===== src/rtl/smpc_defs.vh =====
`ifndef SMPC_DEFS_VH
`define SMPC_DEFS_VH

// power state codes
`define SMPC_ST_RUN 3'h0
`define SMPC_ST_WAIT 3'h1
`define SMPC_ST_STOP3 3'h2
`define SMPC_ST_STOP2 3'h3
`define SMPC_ST_WAKE 3'h4
`define SMPC_ST_POR 3'h5
`define SMPC_ST_BGND 3'h6

// reported mode codes on mode_o
`define SMPC_MODE_RUN 2'h0
`define SMPC_MODE_WAIT 2'h1
`define SMPC_MODE_STOP3 2'h2
`define SMPC_MODE_STOP2 2'h3

// timing: power-on style reset hold after stop2 wake, in ns
`define SMPC_CLK_NS 8
`define SMPC_POR_HOLD_NS 64
`define SMPC_POR_HOLD_CYC (`SMPC_POR_HOLD_NS / `SMPC_CLK_NS)
// clock restore delay before first vector fetch after stop3 exit
`define SMPC_RESTORE_NS 16
`define SMPC_RESTORE_CYC \
    ((`SMPC_RESTORE_NS + `SMPC_CLK_NS - 1) / `SMPC_CLK_NS)

// status reported by memory-access-with-status commands while stopped
`define SMPC_DBG_STAT_OK 2'h0
`define SMPC_DBG_STAT_STOPWAIT 2'h2

// reset values
`define SMPC_PARTIAL_POWERDOWN_FLAG_RST 1'b0
`define SMPC_LATCH_RST 1'b0

`endif


===== src/rtl/smpc_stop_mode_power_controller.v =====
// Function
// stop with stop enable clear raises an illegal-opcode reset
// debug enabled: stop enters stop3 keeping debug alive, never stop2
// both lowvolt enables set, no debug: stop3 with regulator active
// otherwise partial powerdown control picks stop3 (0) or stop2 (1)
// lowvolt enables sampled at stop; enabled turns stop2 into stop3
// no stop1 mode exists; only stop2 and stop3
// any stop halts bus and cpu clocks; refclk may keep running
// peripheral clocks halt in every stop, even with debug enabled
// stop3 keeps register, ram state and holds pin states
// stop3 exits on reset pin or async serial, converter, warning, irq
// reset pin exit takes reset vector; interrupt exit takes its vector
// debug enabled at stop keeps debug clocks and full regulation
// while stopped, status memory commands skip access, return error
// background command in stop with debug enabled enters background
// stop2 powers down all but ram and latches pin controls
// stop2 exits only on reset pin or irq pin
// stop2 wake acts as power-on reset with low trip lowvolt reset
// stop2 wake sets powerdown flag, pins latched until ack written 1
// on ack pins follow port registers unless a peripheral drives them
// software restores ports and peripherals before acknowledging
// converter runs in stop3 only with async clock and lowvolt enabled
// clock source runs in stop3 only with both refclk enables set
// wait stops cpu clock, clears mask; any interrupt resumes cpu
// stop3 exit restores bus and cpu clocks before vector fetch
`include "smpc_defs.vh"
`default_nettype none

module smpc_stop_mode_power_controller (
    // clock and reset
    input wire clock,
    input wire rst,
    // cpu instruction events
    input wire stop_exec,
    input wire wait_exec,
    // configuration bits
    input wire stop_enable_bit,
    input wire debug_enable_bit,
    input wire lowvolt_detect_enable,
    input wire lowvolt_detect_stop_enable,
    input wire partial_powerdown_control,
    input wire partial_powerdown_ack,
    input wire internal_refclk_enable,
    input wire internal_ref_stop_enable,
    input wire adc_async_clk_sel,
    // wakeup sources
    input wire reset_pin_n,
    input wire irq_pin_n,
    input wire sci_async_irq,
    input wire adc_async_irq,
    input wire low_voltage_warning_irq,
    input wire irq_async_irq,
    input wire any_irq_req,
    input wire supply_low,
    // debug host
    input wire bgnd_cmd,
    input wire mem_stat_cmd,
    // pin control
    input wire [7:0] port_ctrl,
    input wire [7:0] periph_en,
    input wire [7:0] periph_ctrl,
    // clock and power gating
    output reg bus_clk_en,
    output reg cpu_clk_en,
    output reg periph_clk_en,
    output reg debug_clk_en,
    output reg refclk_run,
    output reg adc_run,
    output reg regulator_full,
    output reg core_power_on,
    // resets and vectors
    output reg illegal_op_reset,
    output reg por_reset,
    output reg lvd_reset_en,
    output reg lvd_low_trip,
    output reg take_reset_vec,
    output reg take_irq_vec,
    output reg clear_int_mask,
    output reg enter_bgnd,
    // debug answers
    output reg mem_access_en,
    output reg [1:0] mem_stat,
    // status and pins
    output reg [1:0] mode_o,
    output reg partial_powerdown_flag,
    output reg [7:0] pin_ctrl_o
);

    reg [2:0] state_q;
    reg [2:0] state_d;
    reg [3:0] cnt_q;
    reg [3:0] cnt_d;
    reg via_irq_q;
    reg via_irq_d;
    reg dbg_keep_q;
    reg dbg_keep_d;
    reg lvd_stop_q;
    reg lvd_stop_d;
    reg latch_q;
    reg [7:0] held_q;
    wire [7:0] live_ctrl;
    wire lvd_for_stop;
    wire async_wake;
    wire stopped;

    assign lvd_for_stop = lowvolt_detect_enable & lowvolt_detect_stop_enable;
    assign async_wake = sci_async_irq | adc_async_irq |
        low_voltage_warning_irq | irq_async_irq;
    assign stopped = (state_q == `SMPC_ST_STOP3) ||
        (state_q == `SMPC_ST_STOP2);

    // per pin: enabled peripheral wins over port register
    genvar gi;
    generate
        for (gi = 0; gi < 8; gi = gi + 1)
        begin : g_pin
            assign live_ctrl[gi] = periph_en[gi] ? periph_ctrl[gi] :
                port_ctrl[gi];
        end
    endgenerate

    // next state; stop1 never appears among the states
    always @*
    begin
        state_d = state_q;
        cnt_d = cnt_q;
        via_irq_d = via_irq_q;
        dbg_keep_d = dbg_keep_q;
        lvd_stop_d = lvd_stop_q;
        case (state_q)
            `SMPC_ST_RUN:
            begin
                if (stop_exec && stop_enable_bit)
                begin
                    // enables sampled only at the stop instruction
                    dbg_keep_d = debug_enable_bit;
                    lvd_stop_d = lvd_for_stop;
                    if (debug_enable_bit)
                        state_d = `SMPC_ST_STOP3;
                    else if (lvd_for_stop)
                        state_d = `SMPC_ST_STOP3;
                    else if (partial_powerdown_control)
                        state_d = `SMPC_ST_STOP2;
                    else
                        state_d = `SMPC_ST_STOP3;
                end
                else if (wait_exec && !stop_exec)
                    state_d = `SMPC_ST_WAIT;
            end
            `SMPC_ST_WAIT:
            begin
                if (bgnd_cmd)
                    state_d = `SMPC_ST_BGND;
                else if (any_irq_req)
                    state_d = `SMPC_ST_RUN;
            end
            `SMPC_ST_STOP3:
            begin
                cnt_d = 4'h0;
                if (!reset_pin_n)
                begin
                    via_irq_d = 1'b0;
                    state_d = `SMPC_ST_WAKE;
                end
                else if (bgnd_cmd && dbg_keep_q)
                    state_d = `SMPC_ST_BGND;
                else if (async_wake)
                begin
                    via_irq_d = 1'b1;
                    state_d = `SMPC_ST_WAKE;
                end
            end
            `SMPC_ST_STOP2:
            begin
                cnt_d = 4'h0;
                if (!reset_pin_n || !irq_pin_n)
                    state_d = `SMPC_ST_POR;
            end
            `SMPC_ST_WAKE:
            begin
                // clocks come back first, vector fetch after a gap
                cnt_d = cnt_q + 4'h1;
                if (cnt_q == `SMPC_RESTORE_CYC - 1)
                    state_d = `SMPC_ST_RUN;
            end
            `SMPC_ST_POR:
            begin
                // held in reset while supply stays low
                if (supply_low)
                    cnt_d = 4'h0;
                else
                    cnt_d = cnt_q + 4'h1;
                if (!supply_low && cnt_q == `SMPC_POR_HOLD_CYC - 1)
                    state_d = `SMPC_ST_RUN;
            end
            `SMPC_ST_BGND:
            begin
                // leaving background is the debug host's job via reset
                state_d = `SMPC_ST_BGND;
            end
            default:
                state_d = `SMPC_ST_RUN;
        endcase
    end
    // state registers
    always @(posedge clock)
    begin
        if (rst)
        begin
            state_q <= `SMPC_ST_RUN;
            cnt_q <= 4'h0;
            via_irq_q <= 1'b0;
            dbg_keep_q <= 1'b0;
            lvd_stop_q <= 1'b0;
        end
        else
        begin
            state_q <= state_d;
            cnt_q <= cnt_d;
            via_irq_q <= via_irq_d;
            dbg_keep_q <= dbg_keep_d;
            lvd_stop_q <= lvd_stop_d;
        end
    end
    // powerdown flag and pin latch; flag set beats a same-cycle ack
    always @(posedge clock)
    begin
        if (rst)
        begin
            partial_powerdown_flag <= `SMPC_PARTIAL_POWERDOWN_FLAG_RST;
            latch_q <= `SMPC_LATCH_RST;
            held_q <= 8'h00;
        end
        else if (state_d == `SMPC_ST_STOP2 && state_q == `SMPC_ST_RUN)
        begin
            latch_q <= 1'b1;
            held_q <= live_ctrl;
        end
        else if (state_q == `SMPC_ST_POR && state_d == `SMPC_ST_RUN)
            partial_powerdown_flag <= 1'b1;
        else if (partial_powerdown_ack && state_q == `SMPC_ST_RUN)
        begin
            partial_powerdown_flag <= 1'b0;
            latch_q <= 1'b0;
        end
    end
    // outputs registered from next state; resets, vectors, status and pins also use current state
    always @(posedge clock)
    begin
        if (rst)
        begin
            bus_clk_en <= 1'b1;
            cpu_clk_en <= 1'b1;
            periph_clk_en <= 1'b1;
            debug_clk_en <= 1'b1;
            refclk_run <= 1'b1;
            adc_run <= 1'b1;
            regulator_full <= 1'b1;
            core_power_on <= 1'b1;
            illegal_op_reset <= 1'b0;
            por_reset <= 1'b0;
            lvd_reset_en <= 1'b0;
            lvd_low_trip <= 1'b0;
            take_reset_vec <= 1'b0;
            take_irq_vec <= 1'b0;
            clear_int_mask <= 1'b0;
            enter_bgnd <= 1'b0;
            mem_access_en <= 1'b1;
            mem_stat <= `SMPC_DBG_STAT_OK;
            mode_o <= `SMPC_MODE_RUN;
            pin_ctrl_o <= 8'h00;
        end
        else
        begin
            illegal_op_reset <= stop_exec && !stop_enable_bit &&
                state_q == `SMPC_ST_RUN;
            // bus and peripheral clocks off only in stop, cpu off in every state but run and wake
            bus_clk_en <= !(state_d == `SMPC_ST_STOP3 ||
                state_d == `SMPC_ST_STOP2);
            cpu_clk_en <= state_d == `SMPC_ST_RUN ||
                state_d == `SMPC_ST_WAKE;
            periph_clk_en <= !(state_d == `SMPC_ST_STOP3 ||
                state_d == `SMPC_ST_STOP2);
            debug_clk_en <= (state_d != `SMPC_ST_STOP3 &&
                state_d != `SMPC_ST_STOP2) ||
                (state_d == `SMPC_ST_STOP3 && dbg_keep_d);
            regulator_full <= state_d != `SMPC_ST_STOP2 &&
                (state_d != `SMPC_ST_STOP3 || dbg_keep_d ||
                lvd_stop_d);
            refclk_run <= state_d == `SMPC_ST_STOP2 ? 1'b0 :
                state_d == `SMPC_ST_STOP3 ?
                (internal_refclk_enable && internal_ref_stop_enable) :
                1'b1;
            adc_run <= state_d == `SMPC_ST_STOP2 ? 1'b0 :
                state_d == `SMPC_ST_STOP3 ?
                (adc_async_clk_sel && lvd_stop_d) : 1'b1;
            core_power_on <= state_d != `SMPC_ST_STOP2;
            por_reset <= state_d == `SMPC_ST_POR;
            if (state_d == `SMPC_ST_POR)
            begin
                lvd_reset_en <= 1'b1;
                lvd_low_trip <= 1'b1;
            end
            take_reset_vec <= (state_q == `SMPC_ST_WAKE &&
                state_d == `SMPC_ST_RUN && !via_irq_q) ||
                (state_q == `SMPC_ST_POR &&
                state_d == `SMPC_ST_RUN);
            take_irq_vec <= (state_q == `SMPC_ST_WAKE &&
                state_d == `SMPC_ST_RUN && via_irq_q) ||
                (state_q == `SMPC_ST_WAIT &&
                state_d == `SMPC_ST_RUN);
            clear_int_mask <= state_q == `SMPC_ST_RUN &&
                state_d == `SMPC_ST_WAIT;
            enter_bgnd <= state_q != `SMPC_ST_BGND &&
                state_d == `SMPC_ST_BGND;
            // status commands refused while stopped or waiting
            if (mem_stat_cmd)
            begin
                mem_access_en <= !(stopped ||
                    state_q == `SMPC_ST_WAIT);
                mem_stat <= (stopped || state_q == `SMPC_ST_WAIT) ?
                    `SMPC_DBG_STAT_STOPWAIT : `SMPC_DBG_STAT_OK;
            end
            case (state_d)
                `SMPC_ST_WAIT: mode_o <= `SMPC_MODE_WAIT;
                `SMPC_ST_STOP3: mode_o <= `SMPC_MODE_STOP3;
                `SMPC_ST_STOP2: mode_o <= `SMPC_MODE_STOP2;
                default: mode_o <= `SMPC_MODE_RUN;
            endcase
            // pins held in stop3, latched through stop2 until ack
            if (latch_q)
                pin_ctrl_o <= held_q;
            else if (!stopped)
                pin_ctrl_o <= live_ctrl;
        end
    end
endmodule
`default_nettype wire


===== config.mk =====
export PLATFORM = sky130hd
export DESIGN_NAME = smpc_stop_mode_power_controller
export DESIGN_NICKNAME = d
export VERILOG_FILES = /design/src/rtl/smpc_stop_mode_power_controller.v
export VERILOG_INCLUDE_DIRS = /design/src /design/src/rtl
export SDC_FILE = /design/constraint.sdc
export NUM_CORES = 1
export LEC_CHECK = 0
export BUFFER_PORTS_ARGS = -buffer_cell sky130_fd_sc_hd__buf_2
export CAP_MARGIN = 20
export CORE_MARGIN = 2
export CORE_UTILIZATION = 30
export DETAILED_ROUTE_END_ITERATION = 10
export HOLD_SLACK_MARGIN = 0.12
export PLACE_DENSITY = 0.62
export SLEW_MARGIN = 20
export SYNTH_ARGS = -nofsm -noshare
export SYNTH_HDL_FRONTEND = slang
export SYNTH_SLANG_ARGS = --single-unit
export TNS_END_PERCENT = 100

===== constraint.sdc =====
create_clock -name clock -period 3.5 [get_ports clock]
set_input_delay 0.175 -clock clock [delete_from_list [all_inputs] [get_ports clock]]
set_output_delay 0.175 -clock clock [all_outputs]
set_load 0.1 [all_outputs]

==> results of run 1 <==
## cell usage in the layout, fill, tap and decap left out, types with 4 or more instances in the layout
cell,Yosys,final
inv_1,13,13
dfxtp_1,46,46
nor2_1,12,12
nand2b_1,5,5
buf_2,5,75
nor3_1,4,4
o211ai_1,7,7
a21oi_1,19,19
nor3b_1,8,8
and3_1,4,4
nand2_1,37,37
and2_1,4,4
mux2i_1,9,9
clkbuf_8,0,5
o21ai_0,16,15
a221oi_2,7,7
nor2b_1,5,5
## critical path, cell delays in order, from the launching register on
cell     delay, ps
dfxtp_1        640
and3b_1        230
o21ai_0        320
nand3_1        530
nor4b_1        480
## area by class of cell
class,instances,share of cell area
multi-input cells,174,0.416
flip-flops and latches,46,0.344
inverters,13,0.0182
clock inverters,1,0.00280
clock buffers,6,0.0271
repair buffers,77,0.147
well taps,99,0.0462
## stage by stage
stage	instance area (µm²)	power (mW)	utilization	hold slack, ps	setup slack (ps)
finish	2680	1.39	0.376	135	1180
global route	2680	1.45	0.376	170	1020
CTS	2680	1.40	0.376	129	1070
detailed placement	2590	1.09	0.363	408	1090
global placement	2590	1.09	0.363	418	1120
floorplan	2190	1.00	-	252	1650
## where the power goes
| part | leakage (nW) | switching [mW] | internal [mW] |
|---|---|---|---|
| Clock | 0.0373 | 0.170 | 0.137 |
| Combinational | 0.703 | 0.370 | 0.108 |
| Sequential | 0.376 | 0.0339 | 0.566 |
| Total | 1.12 | 0.574 | 0.812 |
## synthesized netlist by cell type, types with 2 or more instances
cell type	n
dfxtp_1	46
nand2_1	37
a21oi_1	19
o21ai_0	16
inv_1	13
nor2_1	12
mux2i_1	9
clkbuf_1	8
nor3b_1	8
a221oi_2	7
o211ai_1	7
buf_2	5
nand2b_1	5
nor2b_1	5
and2_1	4
and3_1	4
nor3_1	4
buf_4	3
nand3_1	3
nor4b_1	3
a22oi_1	2
a311o_1	2
a32oi_1	2
and3b_1	2
and4b_1	2
buf_6	2
ha_1	2
nor4_1	2
o21a_1	2
or4b_1	2
## routing by layer
metal | GRT usage | vias to the layer above | wire length (µm) | share of wire
met5 | 0 | - | 0 | 0
met2 | 0.240 | 56 | 2630 | 0.48
met1 | 0.159 | 930 | 2400 | 0.44
li1 | - | 1018 | - | -
met3 | 0.0295 | 7 | 327 | 0.060
met4 | 0.0502 | 0 | 83 | 0.015
## cells by family (layout without fill, tap and decap cells)
group / Yosys count / count (layout) / synth area share
AO/OA/AOI/OAI: 64 / 64 / 0.211
flip-flops: 46 / 46 / 0.421
other: 1 / 1 / 0.00171
multiplexers: 10 / 10 / 0.0481
buffers and inverters: 32 / 97 / 0.0698
AND/OR/NAND/NOR: 97 / 97 / 0.237
adder cells (fa/ha/maj): 2 / 2 / 0.0114
## sequential cells by signal, summed over array words and instances, names as in the netlist, 2 cells and up
register and flops:
cnt_q 4, held_q 8, state_q 3, mode_o 2
pin_ctrl_o 8
## worst paths after layout
check	slack, ps	start	cells past startpoint	endpoint
min reg2reg	450	pin_ctrl_o[5]	2	pin_ctrl_o[5]
min	130	mem_stat_cmd	3	mem_access_en
max reg2reg	1180	state_q[0]	4	take_irq_vec
max	1180	state_q[0]	4	take_irq_vec
## repair_timing
item | in CTS | in global routing
setup buffers | 0 | 0
endpoints found under the hold margin | 1 | 0
hold buffers | 1 | 0
gates resized for setup | 0 | 0
==> flow_summary_export.csv, run 1 <==
group,metric,value,unit
run_status,status,"completed",
global_route,globalRouteTotalUtil,0.135,
run,maxCapViolCount,0,
cts,cts_tree,"done",
sta,report.final.hold_viol_count,0,
sta,fmaxAchievable,431,MHz
place,dp.cells,408,
cts,htree_levels,2,
logic_synthesis,yosysWarnings,0,
floorplan,io_pins,77,
logic_synthesis,synth.avg_cell_area,8.68,µm²
routing,first_pass_iters,4,
final_layout,syn2layout_area_growth,22.5,%
final_layout,layout-drive-gt1-share,0.287,
setup_path,crit_path_end_kind,"register",
final_layout,instances_no_fill,416,
setup_path,cp.required,3680,ps
sta,rsz0062_at_grt,"false",
floorplan,dieWidth,89.4,µm
sta,maxSlewHeadroom,0.521,
power,power_density,517,nW/µm²
routing,routed_via_density,4.83,
sta,finalCritPeriodShare,0.663,
routing,drc_errors,0,
global_route,grt_pass1_vias,1859,
setup_path,worstSetupStartpointType,"register",
routing,ant_nets,0,
logic_synthesis,netlist.top_cell.by_area,"dfxtp_1",
global_route,grt_pass1_wl,8340,µm
global_route,grt_overflow,0,
logic_synthesis,synth.ff_latch_count,46,
logic_synthesis,synth_cells,252,
final_layout,diodes,0,
power,peakVddDrop,0.143,mV
logic_synthesis,synth_area_leaders,"dfxtp_1 (42%), nand2_1 (6.4%), a221oi_2 (4.8%)",
logic_synthesis,synth.cell_area,2190,µm²
worst_hold_path,hp-class,"in2reg",
setup_path,cp_max_fo,17,
final_layout,seqCellArea,921,µm²
setup_path,worstSetupPathType,"reg2reg",
sta,skew,5.51,ps
sta,tightest_slew,719,ps
sta,fin_crit,2320,ps
floorplan,fp.dieArea,7990,µm²
routing,drt_iter0_markers,48,
sta,fin_setup_tns,0,ps
logic_synthesis,synth_edf_count,0,
cts,clock_sinks,46,
final_layout,fill_cells,785,
logic_synthesis,yosysSeqAreaShare,0.421,
cts,worst_skew_pair.late_latency,300,ps
place,gp_congestion,0.795,
final_layout,multiInputGateArea,1110,µm²
global_route,grt_max_degree,34,
cts,cts_root_buf,"clkbuf_8",
power,cellLeakagePower,1.12,nW
logic_synthesis,async_flop_share,0,
sta,setup_viol,0,
cts,cts_buffers,5,
logic_synthesis,yosys.area.top_type_share,0.421,
floorplan,rows,31,
logic_synthesis,synth_fp_nets,301,
place,hpwl,4130,µm
cts,clockBufferDepth,2,
floorplan,die_h,89.4,µm
final_layout,fin_nets,366,
floorplan,coreArea,7140,µm²
place,portBuffers,75,
routing,routedWlPerCell,13.1,µm
floorplan,start_util,0.306,
routing,route.final.wire_length,5440,µm
global_route,antenna_found_initial,0,
setup_path,worstPathArrival,2500,ps
routing,vias,2011,
sta,drv_slew,0,
logic_synthesis,synth_ff_type,"dfxtp_1",
logic_synthesis,synth_cell_types,44,
cts,clk_pin_slew,80,ps
No activity file was read; power rests on OpenSTA's default activity.
==> inputs of run 2 (changes only) <==
PLACE_DENSITY = 0.64   (was 0.62)
clock period = 2 ns   (was 3.5 ns; I/O delays follow)
==> flow_summary_export.csv, run 2 (synthesis gave the netlist of run 1 again) <==
group,metric,value,unit
sta,maxSlewHeadroom,0.640,
sta,fin_setup_tns,0,ps
final_layout,layout-drive-gt1-share,0.349,
worst_hold_path,hp-class,"in2reg",
final_layout,final_cell_mix,"buf_2 (75), dfxtp_1 (44), nand2_1 (37)",
power,total_power,2.57,mW
power,peakVddDrop,0.424,mV
floorplan,coreArea,7140,µm²
final_layout,diodes,0,
setup_path,worstPathArrival,2090,ps
sta,fin_crit,1890,ps
final_layout,multiInputGateArea,1150,µm²
final_layout,largestRegisters,"held_q x8, pin_ctrl_o x8, cnt_q x4",
routing,routedWlPerCell,13.0,µm
sta,setup_viol,0,
setup_path,cp_max_fo,11,
place,hpwl,4400,µm
run_status,status,"completed",
cts,postCtsSetupBuffers,0,
floorplan,rows,31,
cts,worst_skew_pair.late_latency,300,ps
setup_path,worstSetupStartpointType,"register",
final_layout,fin_nets,392,
final_layout,layout_commonest_cell,"buf_2",
sta,drv_slew,0,
place,portBuffers,75,
cts,htree_levels,2,
floorplan,io_pins,77,
sta,report.final.hold_viol_count,0,
power,cellLeakagePower,1.25,nW
routing,drt_iter0_markers,71,
routing,routed_via_density,4.77,
setup_path,cpMaxStageDelayCell,"or4bb_4",
setup_path,critPathMaxStageDelay,560,ps
final_layout,syn2layout_area_growth,34.7,%
global_route,grt_overflow,0,
routing,first_pass_iters,4,
run,maxCapViolCount,0,
global_route,globalRouteTotalUtil,0.149,
global_route,grt_max_degree,20,
setup_path,crit_path_end_kind,"register",
sta,fmaxAchievable,529,MHz
cts,cts_root_buf,"clkbuf_8",
global_route,grt_pass1_wl,9000,µm
sta,finalCritPeriodShare,0.945,
routing,drc_errors,0,
cts,clock_sinks,46,
final_layout,seqCellArea,926,µm²
sta,skew,15.7,ps
cts,cts_tree,"done",
setup_path,crit_path_cell_trace,"ha_1 > or4bb_4 > a32oi_2 > o21ai_0 > buf_4 > a41o_1",
place,gp_congestion,0.821,
final_layout,fill_cells,785,
cts,clk_pin_slew,90,ps
global_route,antenna_found_initial,0,
power,power_density,873,nW/µm²
cts,cts_buffers,5,
routing,vias,2111,
global_route,grt_pass1_vias,1944,
routing,ant_nets,0,
floorplan,die_h,89.4,µm
cts,clockBufferDepth,2,
setup_path,cp.required,2200,ps
floorplan,fp.dieArea,7990,µm²
sta,tightest_slew,539,ps
floorplan,dieWidth,89.4,µm
floorplan,start_util,0.306,
setup_path,worstSetupPathType,"reg2reg",
routing,route.final.wire_length,5770,µm
-- run 2: changes by cell type in the layout (fill, tap and decap cells not counted), moves of 2 or more --
| cell | change |
|---|---|
| a32oi_1 | -2 |
| a32oi_2 | +2 |
| dfxtp_1 | -2 |
| dlygate4sd3_1 | +7 |
| buf_4 | +19 |
-- run 2: what timing repair did --
item / 4_1_cts / 5_1_grt
endpoints found under the setup margin: 0 / 17
endpoints found under the hold margin: 9 / 0
hold buffers: 8 / 0
resized for setup: 0 / 10
-- run 2: final cells by class --
type                       instances  area share
clock inverter                     3     0.00807
inverter                          13      0.0166
sequential                        46       0.314
timing repair buffer             103       0.206
multi-input combinational        174       0.390
tap                               99      0.0420
clock buffer                       5      0.0234
-- run 2: per-layer routing --
metal | global-route usage | part of all wire | vias up
li1 | - | - | 1069
met1 | 0.180 | 0.45 | 970
met2 | 0.259 | 0.48 | 64
met3 | 0.0342 | 0.054 | 8
met4 | 0.0529 | 0.015 | 0
met5 | 0 | 0 | -
-- run 2: worst max-delay path: cells and delay by family, from the launching register on --
kind	cells	cell delay, ps
buffers and inverters	1	180
AOI/OAI and AO/OA	3	530
DFF	1	350
and+or+nand+nor	1	560
adders and majority gates	1	180
-- run 2: where the power goes --
group	switching, mW	total, mW	internal, mW
combinational	0.684	0.944	0.261
sequential	0.0514	1.04	0.992
clock	0.334	0.584	0.250
-- run 2: final timing paths --
check	start	depth (start not counted)	end	slack, ps
setup / recovery	cnt_q[1]	6	partial_powerdown_flag	110
hold / removal	reset_pin_n	3	via_irq_q	170
setup reg to reg	cnt_q[1]	6	partial_powerdown_flag	110
hold reg to reg	pin_ctrl_o[3]	2	pin_ctrl_o[3]	450
-- run 2: metrics by stage --
step / instance area (µm²) / std cells / setup slack (ps) / hold slack (ps) / utilization
finish: 2950 / 443 / 109 / 175 / 0.413
global route: 2950 / 443 / -16.3 / 223 / 0.413
CTS: 2910 / 443 / 44.2 / 169 / 0.407
detailed placement: 2730 / 427 / 70.8 / 328 / 0.383
global placement: 2730 / 427 / 119 / 331 / 0.383
floorplan: 2190 / 252 / 152 / 177 / -
